<file path="src/rtl/pcs_pkg.sv">
// Constants and carrier types for the command/status register pair
// How it works
// - Command bits 15..11 read zero, writes ignored
// - Command bit 10 set blocks interrupt output
// - Command bit 9 always reads zero
// - Command bit 8 gates the system error driver
// - Command bit 7 reads zero, writes ignored
// - Command bit 6 gates parity error driving
// - Command bit 5 reads zero, no snooping
// - Command bit 4 allows write-invalidate commands
// - Command bit 3 zero, special cycles ignored
// - Command bit 2 gates bus requests
// - Command bit 1 gates memory cycle claims
// - Command bit 0 zero, no port claims
// - Status 15 sets on any parity error
// - Status 14 sets when system error driven
// - Status 13 sets on received master abort
// - Status 12 sets on received target abort
// - Status 11 sets on signaled target abort
// - Status 3 shows pending interrupt, ignores gate
// - Status 10..9 read medium select code
// - Status 4 always reads one
// - Status 8 sets on master data parity
package pcs_pkg;
   // Configuration dword holding command (low) and status (high)
   localparam logic [7:0]  CMD_OFS       = 8'h04;
   localparam logic [7:0]  STAT_OFS      = 8'h06;
   localparam logic [15:0] CMD_RESET     = 16'h0000;
   localparam logic [15:0] STAT_RESET    = 16'h0210;
   localparam logic [15:0] CMD_RW_MASK   = 16'h0556;
   // Command field positions
   localparam int CMD_INT_GATE = 10;
   localparam int CMD_SERR     = 8;
   localparam int CMD_PERR     = 6;
   localparam int CMD_MWI      = 4;
   localparam int CMD_MASTER   = 2;
   localparam int CMD_MEM      = 1;
   // Status field positions
   localparam int ST_PAR       = 15;
   localparam int ST_SYS       = 14;
   localparam int ST_MABT      = 13;
   localparam int ST_TABT_R    = 12;
   localparam int ST_TABT_S    = 11;
   localparam int ST_DEVSEL_LO = 9;
   localparam int ST_DPAR      = 8;
   localparam int ST_CAP       = 4;
   localparam int ST_INT       = 3;
   localparam logic [1:0] DEVSEL_MEDIUM = 2'h1;
   // Sticky flag vector: index order within the flag block
   localparam int NUM_STICKY = 6;
   localparam int FL_DPAR    = 0;
   localparam int FL_TABT_S  = 1;
   localparam int FL_TABT_R  = 2;
   localparam int FL_MABT    = 3;
   localparam int FL_SYS     = 4;
   localparam int FL_PAR     = 5;

   // Configuration access request
   typedef struct packed {
      logic        rd;
      logic        wr;
      logic [7:0]  addr;
      logic [3:0]  be;
      logic [31:0] wdata;
   } pcs_cfg_req_t;

   // Bus and function events
   typedef struct packed {
      logic addrParityErr;
      logic dataParityErr;
      logic serrReq;
      logic perrReq;
      logic perrSeen;
      logic masterPhase;
      logic masterAbort;
      logic tgtAbortRecv;
      logic tgtAbortSig;
      logic intPending;
      logic memHit;
      logic mwiWanted;
      logic busWanted;
   } pcs_evt_t;

   // Enables seen by the master, target and parity logic
   typedef struct packed {
      logic initiator_en;
      logic mem_space_en;
      logic write_invalidate_en;
      logic parity_report_en;
      logic system_error_drive_en;
      logic int_gate;
   } pcs_ctl_t;
endpackage

</file>
<file path="src/rtl/pcs_cmd_status.sv">
// Command and status register pair with bus gating outputs
`timescale 1ns/10ps
module pcs_cmd_status (
   // Clock and reset
   input  wire logic             clk,
   input  wire logic             nrst,
   // Configuration access
   input  pcs_pkg::pcs_cfg_req_t cfgReq,
   output logic                  cfgAck,
   output logic                  cfgHit,
   output logic [31:0]           cfgRdata,
   // Bus and function events
   input  pcs_pkg::pcs_evt_t     evt,
   // Enables and gated requests
   output pcs_pkg::pcs_ctl_t     ctl,
   output logic                  busReq,
   output logic                  mwiCmd,
   output logic                  memClaim,
   // Open-drain pins: system error, parity error, interrupt
   output logic                  serrO,
   output logic                  serrOe,
   output logic                  perrO,
   output logic                  perrOe,
   output logic                  intaO,
   output logic                  intaOe
);
   import pcs_pkg::*;

   typedef struct packed {
      logic [15:0] cmd;
      logic        intStat;
      logic        serrOe;
      logic        perrOe;
      logic        intOe;
      logic        ack;
      logic        hit;
      logic        rdSeen;
      logic [31:0] rdata;
   } pcs_state_t;

   pcs_state_t             s_r;
   pcs_state_t             s_nxt;
   logic [NUM_STICKY-1:0] flags;
   logic [NUM_STICKY-1:0] setEv;
   logic [NUM_STICKY-1:0] clrEv;
   logic                  wrHit;
   logic [15:0]           statView;

   ////////////////////////////////////////////////////////////////////
   // Decode of the one dword this block owns
   function automatic logic isCmdStat(input logic [7:0] a);
      return a[7:2] == CMD_OFS[7:2];
   endfunction

   // Status as read; constant fields are wired, not stored
   function automatic logic [15:0] buildStat(input logic [NUM_STICKY-1:0] f,
                                             input logic intS);
      logic [15:0] v;
      v = STAT_RESET & 16'h0010;
      v[ST_DEVSEL_LO +: 2] = DEVSEL_MEDIUM;
      v[ST_PAR]    = f[FL_PAR];
      v[ST_SYS]    = f[FL_SYS];
      v[ST_MABT]   = f[FL_MABT];
      v[ST_TABT_R] = f[FL_TABT_R];
      v[ST_TABT_S] = f[FL_TABT_S];
      v[ST_DPAR]   = f[FL_DPAR];
      v[ST_INT]    = intS;
      return v;
   endfunction

   assign wrHit    = cfgReq.wr & isCmdStat(cfgReq.addr);
   assign statView = buildStat(flags, s_r.intStat);

   ////////////////////////////////////////////////////////////////////
   // Sticky flag events; status byte 1 holds every clearable bit
   always_comb begin
      setEv = '0;
      setEv[FL_PAR]    = evt.addrParityErr | evt.dataParityErr;
      setEv[FL_SYS]    = evt.serrReq & s_r.cmd[CMD_SERR];
      setEv[FL_MABT]   = evt.masterAbort;
      setEv[FL_TABT_R] = evt.tgtAbortRecv;
      setEv[FL_TABT_S] = evt.tgtAbortSig;
      setEv[FL_DPAR]   = evt.perrSeen & evt.masterPhase
                         & s_r.cmd[CMD_PERR];
      clrEv = '0;
      if (wrHit && cfgReq.be[3]) begin
         clrEv[FL_PAR]    = cfgReq.wdata[16 + ST_PAR];
         clrEv[FL_SYS]    = cfgReq.wdata[16 + ST_SYS];
         clrEv[FL_MABT]   = cfgReq.wdata[16 + ST_MABT];
         clrEv[FL_TABT_R] = cfgReq.wdata[16 + ST_TABT_R];
         clrEv[FL_TABT_S] = cfgReq.wdata[16 + ST_TABT_S];
         clrEv[FL_DPAR]   = cfgReq.wdata[16 + ST_DPAR];
      end
   end

   pcs_sticky_flags #(
      .W (NUM_STICKY)
   ) u_flags (
      .clk   (clk),
      .nrst  (nrst),
      .setEv (setEv),
      .clrEv (clrEv),
      .flags (flags)
   );

   ////////////////////////////////////////////////////////////////////
   // Next state: command writes, pin drivers, read data
   always_comb begin
      s_nxt = s_r;
      s_nxt.ack = cfgReq.rd | cfgReq.wr;
      s_nxt.hit = (cfgReq.rd | cfgReq.wr) & isCmdStat(cfgReq.addr);
      s_nxt.rdSeen = cfgReq.rd;
      // Only writable bits move; reserved and hardwired stay zero
      for (int b = 0; b < 2; b++) begin
         if (wrHit && cfgReq.be[b]) begin
            s_nxt.cmd[b*8 +: 8] = (cfgReq.wdata[b*8 +: 8] & CMD_RW_MASK[b*8 +: 8])
                                 | (s_r.cmd[b*8 +: 8] & ~CMD_RW_MASK[b*8 +: 8]);
         end
      end
      s_nxt.intStat = evt.intPending;
      s_nxt.intOe   = evt.intPending & ~s_r.cmd[CMD_INT_GATE];
      s_nxt.serrOe  = evt.serrReq & s_r.cmd[CMD_SERR];
      s_nxt.perrOe  = evt.perrReq & s_r.cmd[CMD_PERR];
      // Unclaimed offsets read zero so the header mux can OR us in
      if (cfgReq.rd && isCmdStat(cfgReq.addr)) begin
         s_nxt.rdata = {statView, s_r.cmd & CMD_RW_MASK};
      end else begin
         s_nxt.rdata = '0;
      end
   end

   always_ff @(posedge clk) begin
      if (!nrst) begin
         s_r <= '{cmd: CMD_RESET, default: '0};
      end else begin
         s_r <= s_nxt;
      end
   end

   ////////////////////////////////////////////////////////////////////
   // Outputs; requests are gated combinationally so no cycle is lost
   assign cfgAck   = s_r.ack;
   assign cfgHit   = s_r.hit;
   assign cfgRdata = s_r.rdata;
   assign ctl.initiator_en          = s_r.cmd[CMD_MASTER];
   assign ctl.mem_space_en          = s_r.cmd[CMD_MEM];
   assign ctl.write_invalidate_en   = s_r.cmd[CMD_MWI];
   assign ctl.parity_report_en      = s_r.cmd[CMD_PERR];
   assign ctl.system_error_drive_en = s_r.cmd[CMD_SERR];
   assign ctl.int_gate              = s_r.cmd[CMD_INT_GATE];
   assign busReq   = evt.busWanted & s_r.cmd[CMD_MASTER];
   // Write-invalidate only when also allowed to master
   assign mwiCmd   = evt.mwiWanted & s_r.cmd[CMD_MWI]
                     & s_r.cmd[CMD_MASTER];
   assign memClaim = evt.memHit & s_r.cmd[CMD_MEM];
   // Open-drain pins only ever pull low
   assign serrO  = 1'b0;
   assign serrOe = s_r.serrOe;
   assign perrO  = 1'b0;
   assign perrOe = s_r.perrOe;
   assign intaO  = 1'b0;
   assign intaOe = s_r.intOe;

   logic rdHitPast;
   // Read answer on show; strobe kept in state so no sampled function is needed here
   assign rdHitPast = cfgAck & cfgHit & s_r.rdSeen;
endmodule

</file>
<file path="src/rtl/pcs_sticky_flags.sv">
// Sticky error flags with write-one-to-clear, set dominant
`timescale 1ns/10ps
module pcs_sticky_flags #(
   parameter int W = 6
) (
   // Clock and reset
   input  wire logic         clk,
   input  wire logic         nrst,
   // Hardware set and software clear
   input  wire logic [W-1:0] setEv,
   input  wire logic [W-1:0] clrEv,
   // Flag state
   output logic      [W-1:0] flags
);
   typedef struct packed {
      logic [W-1:0] fl;
   } pcs_flag_st_t;

   pcs_flag_st_t s_r;
   pcs_flag_st_t s_nxt;
   wire logic [W-1:0] bitNxt;

   ////////////////////////////////////////////////////////////////////
   // Per-bit update; an event in the clearing cycle still lands
   genvar i;
   for (i = 0; i < W; i++) begin : g_bit
      assign bitNxt[i] = setEv[i] | (s_r.fl[i] & ~clrEv[i]);
   end

   // One process owns the whole next state
   always_comb begin
      s_nxt    = s_r;
      s_nxt.fl = bitNxt;
   end

   always_ff @(posedge clk) begin
      if (!nrst) begin
         s_r <= '0;
      end else begin
         s_r <= s_nxt;
      end
   end

   assign flags = s_r.fl;
endmodule

</file>
<file path="config.mk">
export PLATFORM = sky130hd
export DESIGN_NAME = pcs_cmd_status
export DESIGN_NICKNAME = d
export VERILOG_FILES = /design/src/rtl/pcs_pkg.sv /design/src/rtl/pcs_cmd_status.sv /design/src/rtl/pcs_sticky_flags.sv
export SDC_FILE = /design/constraint.sdc
export NUM_CORES = 1
export LEC_CHECK = 0
export ABC_AREA = 1
export BUFFER_PORTS_ARGS = -buffer_cell sky130_fd_sc_hd__buf_2
export CORE_AREA = 2 2 64 66
export CTS_BUF_LIST = sky130_fd_sc_hd__clkbuf_4 sky130_fd_sc_hd__clkbuf_8
export DETAILED_ROUTE_END_ITERATION = 12
export DIE_AREA = 0 0 66 68
export PLACE_DENSITY = 0.84
export SYNTH_ARGS = -nofsm -noshare
export SYNTH_HDL_FRONTEND = slang
export SYNTH_SLANG_ARGS = --single-unit
</file>
<file path="constraint.sdc">
create_clock -name clk -period 1.1 [get_ports clk]
set_clock_uncertainty 0.2 [all_clocks]
set_input_delay 0.11 -clock clk [delete_from_list [all_inputs] [get_ports clk]]
set_output_delay 0.11 -clock clk [all_outputs]
set_load 0.02 [all_outputs]
</file>
# Yosys cells after proc, flatten, opt, wreduce, memory -nomap -nowiden
# Cells that the tools add are included.
# word_totals
mem_bits_ro,0
latch_bits,0
ramBits,0
elab_cells,53
ff_bits,60
n_memories,0
# classes
n_div,0
n_reduce_logical,5
mux,2
magnitude_cmp,0
n_eq_ne,1
bitwise,34
shift,0
addsub,0
multipliers,0
# ops
cell,count
$mux 26,1
$and 1x1->1,17
$or 1x1->1,8
$or 3x8->8,1
$or 7x8->8,1
$not 1->1,7
$eq 6x1->1 const B,1
$mux 6,1
$logic_and 1x1->1,4
$reduce_and 2->1,1

# Depth between registers and ports, before layout
# Gate-level depths: netlist (run 1).
# logic_depth
ltp_word,7
depth_mapped,8
ltp_nobuf,8

# Hierarchy
# From an unflattened synthesis (run 1), not the netlist that was laid out.
# hier_totals
hier_cells,207
area_unflattened_um2,1597.8
# by_module_without_submodules
module,instances,cells_per_inst,seq_area_each_um2,area_per_inst_um2
pcs_cmd_status,1,176,520.5,1376.3
pcs_sticky_flags,1,31,120.1,221.5

# Worst setup path before layout (run 1)
# Ideal clock, no wire load.
# synth_timing
kind,input to register
from,input port cfgReq[43] (netlist bit)
to,register s_r (netlist bit ctl[0])
path_buffers,0
setup_ns,0.116
slack_ns,0.021
stages,6
arrival_ns,0.763
cell_sequence,nor2_2 > nand3_4 > nor2_4 > nand2_1 > o21ai_0 > nor2_1
# synth_via
elab_chain_cells,3
# synth_lines
item,line,source
from (decl),pcs_cmd_status.sv:8,"input pcs_pkg::pcs_cfg_req_t cfgReq,"
$eq 6x1->1,pcs_cmd_status.sv:52,return a[7:2] == CMD_OFS[7:2];
$and 1x1->1,pcs_cmd_status.sv:71,assign wrHit = cfgReq.wr & isCmdStat(cfgReq.addr);
$logic_and 1x1->1,pcs_cmd_status.sv:115,if (wrHit && cfgReq.be[b]) begin
to (signal assigned),pcs_cmd_status.sv:136,s_r <= s_nxt;
to (decl),pcs_cmd_status.sv:41,pcs_state_t s_r;
# Every way passes these cells.
# A chain may end at the register's enable or synchronous reset.

# Worst setup path in the final report (run 1)
# layout_timing
from,register s_r (netlist bit ctl[5])
to,output port mwiCmd
# layout_via
elab_chain_cells,1
# layout_lines
item,line,source
$and 1x1->1,pcs_cmd_status.sv:154,& s_r.cmd[CMD_MASTER];
to (decl),pcs_cmd_status.sv:17,"output logic mwiCmd,"
# Every way passes these cells.

==> flow_metrics.py, run 1 <==
metrics = {
    "min_path": {
        "hold_depth": 4,
        "hold_end": "cfgHit$_SDFF_PN0_",
        "hold_path_class": "input port to flop",
        "hp-start": "cfgReq[39]",
    },
    "clock_tree": {
        "clock_sinks": 32,
        "ctsHoldBuffers": 26,
        "cts_tree": "yes",
        "clk-insertion-delay-late_ns": 0.28,
        "root_buffer": "clkbuf_8",
        "cts.clk_slew.worst_paths_ns": 0.06,
        "cts.path.max_buffers": 2,
        "h-tree-depth": 2,
        "numCtsBuffers": 5,
    },
    "global_route": {
        "antenna_found_initial": 0,
        "grtUsageTotal_pct": 15.9,
        "grt_pass1_wl_microns": 5260,
        "grt_pass1_vias": 1275,
        "grt_max_degree": 14,
        "grt_overflow_total": 0,
    },
    "placement": {
        "placed_area_sq_um": 1690,
        "dpl.hpwl_microns": 2150,
        "routabilityCongestion": 0.683,
        "io_buffers": 66,
    },
    "yosys": {
        "synth_fa_ha_area_share_pct": 0,
        "synth-compound-area-share_pct": 3.34,
        "ys_seq_area_share_pct": 42.8,
        "syn_area_sq_um": 1500,
        "synthSimpleGateAreaFrac_pct": 24.7,
        "synth-edff-count": 0,
        "synth.distinct_cells": 20,
        "yosysMostFrequentCell": "buf_4",
        "synth_top_area_cell": "dfxtp_1",
        "yosysWarnings": 0,
        "synth_top_family_by_area": "buffers and inverters",
        "synthFlopType": "dfxtp_1",
        "ys_ff_latch": 32,
        "syn_inst": 176,
        "synth_commonest_cells": "buf_4, dfxtp_1, inv_1, nor2_1, nand2_1",
        "synth_mux_area_share_pct": 0,
        "synth_area_leaders": "dfxtp_1, buf_4, nor2_4",
        "synthArstFlopShare_pct": 0,
        "yosysTopAreaCellShare_pct": 42.8,
        "yosys.area_share.xor_xnor_pct": 0,
        "syn_avg_cell_area_sq_um": 8.50,
    },
    "final_layout": {
        "drive_gt1_share_pct": 45.7,
        "multi_input_area_sq_um": 528,
        "finalNetCount": 326,
        "antenna-diode-count": 0,
        "nFillCells": 344,
        "syn_to_final_growth_pct": 48.1,
        "stdcell_area_sq_um": 2220,
        "fin_util_pct": 57.5,
        "regArea_sq_um": 654,
    },
    "die": {
        "die_x_microns": 66,
        "die_h_microns": 68,
        "row_count": 23,
        "start_util_pct": 38.8,
        "core_area_sq_um": 3860,
        "dieArea_sq_um": 4490,
        "pin_count": 110,
    },
    "route": {
        "routed_wl_microns": 3470,
        "vias": 1267,
        "post-route-drc-count": 0,
        "ant_nets": 0,
        "wl_per_cell_microns": 11.0,
        "via_per_inst": 4.02,
        "first_pass_iters": 4,
        "drt_iter0_markers": 30,
    },
    "setup_path": {
        "start_kind": "flop",
        "path_class": "flop to primary output",
        "cp_max_fo": 4,
        "r2r-start": "ctl[2]$_SDFFE_PN0P_",
        "rrSetupSlack_ns": 0.14,
        "arrival_ns": 0.91,
        "r2r_cells": 3,
        "end_kind": "primary output",
        "worstPathRequired_ns": 0.79,
        "worstReg2RegEnd": "ctl[2]$_SDFFE_PN0P_",
    },
    "pwr": {
        "peakVddDrop_v": 0.000693,
        "power.density_nw_per_um2": 1100,
        "p_leak_uw": 0.00111,
        "power_uw": 2450,
    },
    "timing": {
        "fin_ws_ns": -0.115,
        "report.final.slew_viol_count": 0,
        "hold_slack_ns": -0.0431,
        "rsz0062_at_grt": "true",
        "hold_viol_final": 1,
        "tns_ns": -0.375,
        "setup_viol": 4,
        "post-route-min-period_ns": 1.22,
        "finalCritPeriodShare_pct": 110,
        "fmax_ghz": 0.823,
    },
    "outcome": {
        "status": "complete, but fails checks",
        "failed_checks": "negative hold slack, negative setup slack",
    },
    "run": {
        "max_cap_viol_count": 0,
    },
}
flip-flops by register name, indices dropped and copies added, names as in the netlist:
signal	cells
ctl	6
cfgAck	1
cfgRdata	14
u_flags.flags	6
cfgHit	1
s_r	1
serrOe	1
intaOe	1
perrOe	1
metrics by stage:
step                      hold slack (ns)  std cells  setup slack, ns
final                             -0.0431        315           -0.115
after global routing              -0.0347        315           -0.156
after CTS                         -0.0531        310           -0.116
after detailed placement            0.127        274           -0.230
after global placement              0.116        274           -0.168
after floorplan                    0.0215        195           0.0212
routing by layer:
metal,global-route usage (%),up-vias,part of all wire (%)
met3,4.61,13,6.4
met4,7.65,0,3.4
li1,-,637,-
met2,30.8,61,55
met5,0,-,0
met1,15.5,556,35
kinds of logic after synthesis:
| logic type | Yosys count |
|---|---|
| buffers and inverters | 71 |
| DFF | 32 |
| other | 1 |
| and+or+nand+nor | 62 |
| AOI/OAI and AO/OA | 10 |
where the power goes:
group / switching, uW / internal, uW
Sequential: 8.02 / 1170
Combinational: 164 / 142
Clock: 405 / 556
Total: 577 / 1870
worst max-delay path, stage by stage (launching register included):
cell and delay [ns]:
dfxtp_4 0.37, inv_4 0.04, nor2_4 0.09, buf_6 0.12
how the worst max path moves through the flow:
stage	startpoint	end	slack, ns	cells after the start
2_1_floorplan	cfgReq[43]	ctl[0]$_SDFFE_PN0P_	0.02	6
3_3_place_gp	cfgReq[43]	ctl[3]$_SDFFE_PN0P_	-0.17	7
3_5_place_dp	cfgReq[41]	ctl[2]$_SDFFE_PN0P_	-0.23	7
4_1_cts	ctl[3]$_SDFFE_PN0P_	mwiCmd	-0.12	3
5_1_grt	ctl[5]$_SDFFE_PN0P_	mwiCmd	-0.16	3
6_report	ctl[5]$_SDFFE_PN0P_	mwiCmd	-0.12	3
repair_timing:
item | in CTS | in global routing
resized for setup | 17 | 29
endpoints found under the hold margin | 18 | 1
buffers inserted | 3 | 6
endpoints found under the setup margin | 9 | 18
pin swaps | 1 | 4
cells in the final DEF, fill, tap and decap left out:
cell type	instances
buf_2	53
dlygate4sd3_1	26
dfxtp_1	25
inv_1	23
conb_1	20
buf_4	19
nor2_1	18
nor2_4	15
nand2_1	12
nand3_1	7
clkbuf_8	7
buf_6	7
o21ai_1	5
dfxtp_2	5
inv_2	4
a21oi_1	4
nand2_2	2
nor3_1	2
nor2_2	2
dfxtp_4	2
inv_4	1
nand3_4	1
nand4_1	1
nor3_4	1
nand2_4	1
o21ai_0	1
buf_12	1
area by class of cell:
cell class | instances | area share, %
clock buffers | 7 | 4.35
inverters | 28 | 4.86
multi-input cells | 92 | 23.8
flip-flops and latches | 32 | 29.5
well taps | 50 | 2.82
repair buffers | 106 | 34.6
Note: power is estimated with default switching activity, not from simulation.
==> inputs of run 2 (changes only) <==
Settings changed: SETUP_SLACK_MARGIN set to 0.15.
==> run 2 against run 1 <==
The run still ends with negative hold slack, negative setup slack left. Count of clock-buffer cells in the layout unchanged. First-iteration DRC count down 13%. Critical path depth unchanged. Sequential share of layout area down 2.8 points. Highest routed layer unchanged. Global-route usage down 0.59 points. Combinational power up 9.8%. Flip-flop and latch count unchanged. Die area unchanged. Critical path type unchanged. Critical endpoint unchanged.
==> flow_metrics.py, run 2 (synthesized netlist as in run 1, its figures left out) <==
metrics = {
    "timing": {
        "setup_viol": 6,
        "fmax_ghz": 0.816,
        "hold_viol_final": 8,
        "tns_ns": -0.491,
        "hold_slack_ns": -0.120,
        "report.final.slew_viol_count": 0,
        "finalCritPeriodShare_pct": 111,
        "rsz0062_at_grt": "true",
        "fin_ws_ns": -0.126,
        "post-route-min-period_ns": 1.23,
    },
    "setup_path": {
        "arrival_ns": 0.92,
        "worst_path_max_delay_cell": "dfxtp_2",
        "start_kind": "flop",
        "path_class": "flop to primary output",
        "cpPeakStageDelay_ns": 0.34,
        "cp_max_fo": 3,
        "worst-path-buf-inv": 2,
        "end_kind": "primary output",
        "cpLargestDelayFamily": "flip-flops",
        "crit_chain": "inv_2 > nor2_4 > buf_6",
        "rrSetupSlack_ns": 0.10,
        "worstPathRequired_ns": 0.79,
    },
    "pwr": {
        "seq_power_share_pct": 43.4,
        "internal_power_uw": 2120,
        "clock_power_share_pct": 44.3,
        "power.density_nw_per_um2": 1080,
        "p_sw_uw": 611,
        "p_comb_share_pct": 12.3,
        "switching_share_pct": 22.4,
        "p_leak_uw": 0.00120,
        "peakVddDrop_v": 0.000657,
    },
    "die": {
        "die_h_microns": 68,
        "core_area_sq_um": 3860,
        "dieArea_sq_um": 4490,
        "row_count": 23,
        "die_x_microns": 66,
        "start_util_pct": 38.8,
        "pin_count": 110,
    },
    "placement": {
        "routabilityCongestion": 0.684,
        "io_buffers": 66,
        "dp.cells": 274,
        "dpl.hpwl_microns": 2160,
        "placed_area_sq_um": 1710,
    },
    "clock_tree": {
        "cts.clk_slew.worst_paths_ns": 0.07,
        "cts.path.max_buffers": 2,
        "root_buffer": "clkbuf_8",
        "numCtsBuffers": 5,
        "cts_tree": "yes",
        "h-tree-depth": 2,
        "clock_sinks": 32,
        "ctsHoldBuffers": 15,
        "clk-insertion-delay-late_ns": 0.28,
    },
    "global_route": {
        "grtUsageTotal_pct": 15.3,
        "antenna_found_initial": 0,
        "grt_pass1_vias": 1096,
        "grt_max_degree": 14,
        "grt_overflow_total": 0,
        "grt_pass1_wl_microns": 5040,
    },
    "outcome": {
        "status": "complete, but fails checks",
        "failed_checks": "negative hold slack, negative setup slack",
    },
    "route": {
        "drt_iter0_markers": 26,
        "wl_per_cell_microns": 12.4,
        "post-route-drc-count": 0,
        "via_per_inst": 4.08,
        "first_pass_iters": 4,
        "vias": 1256,
        "routed_wl_microns": 3810,
        "ant_nets": 0,
    },
    "final_layout": {
        "final_cell_mix": "buf_6, buf_2, dfxtp_2",
        "mostFrequentLayoutCell": "buf_6",
        "drive_gt1_share_pct": 64.7,
        "layoutNonFillerInstCount": 308,
        "nFillCells": 308,
        "fin_util_pct": 65.5,
        "finalNetCount": 318,
        "syn_to_final_growth_pct": 68.9,
        "largest_reg_flops": 14,
        "stdcell_area_sq_um": 2530,
        "antenna-diode-count": 0,
    },
    "run": {
        "max_cap_viol_count": 0,
    },
    "min_path": {
        "hold_path_class": "input port to flop",
    },
}
[run 2: metrics by stage]
stage / power, uW / setup WS [ns] / hold slack (ns)
3_5_place_dp: 1440 / -0.222 / 0.124
4_1_cts: 2710 / -0.128 / -0.124
2_1_floorplan: 1400 / 0.0389 / 0.0215
3_3_place_gp: 1440 / -0.158 / 0.113
6_report: 2740 / -0.126 / -0.120
5_1_grt: 2850 / -0.153 / -0.0961
[run 2: layout make-up]
cell class                 instances  area, sq um  share of cell area [%]
inverter                          28          115                    4.55
timing repair buffer              98          901                    35.6
clock inverter                     1         30.0                    1.19
tap                               50         62.6                    2.48
clock buffer                       7         96.3                    3.81
multi-input combinational         92          648                    25.6
sequential                        32          674                    26.7
[run 2: layer usage]
metal / GRT usage [%] / share of wire (%) / vias to the layer above / routed length [microns]
met2: 28.8 / 56 / 54 / 2150
met3: 4.11 / 5.6 / 11 / 214
met5: 0 / 0 / - / 0
met1: 15.8 / 35 / 568 / 1330
met4: 7.65 / 3.1 / 0 / 117
li1: - / - / 623 / -
[run 2: worst paths after layout]
| kind | start | to | depth (start not counted) |
|---|---|---|---|
| min | cfgReq[45] | cfgAck$_SDFF_PN0_ | 3 |
| max reg2reg | ctl[3]$_SDFFE_PN0P_ | ctl[3]$_SDFFE_PN0P_ | 4 |
| min reg2reg | s_r[38]$_SDFF_PN0_ | cfgRdata[19]$_SDFF_PN0_ | 2 |
| max | ctl[5]$_SDFFE_PN0P_ | mwiCmd | 3 |
[run 2: power by group through the flow]
| stage | Clock (uW) | Combinational (uW) | Sequential [uW] |
|---|---|---|---|
| 2_1_floorplan | 0 | 180 | 1220 |
| 3_3_place_gp | 0 | 225 | 1210 |
| 3_5_place_dp | 0 | 229 | 1210 |
| 4_1_cts | 1240 | 289 | 1190 |
| 5_1_grt | 1300 | 360 | 1190 |
| 6_report | 1210 | 336 | 1190 |
[run 2: worst min-delay path, delay by kind of cell]
| kind | cells | cell delay [ns] |
|---|---|---|
| buffers and inverters | 1 | 0.09 |
| and+or+nand+nor | 2 | 0.12 |
[run 2: repair_timing]
| item | CTS | global route |
|---|---|---|
| pin swaps | 15 | 18 |
| gates cloned | 0 | 1 |
| setup buffers | 5 | 5 |
| hold endpoints to repair | 18 | 6 |
| resized for setup | 89 | 51 |
| endpoints found under the setup margin | 37 | 54 |
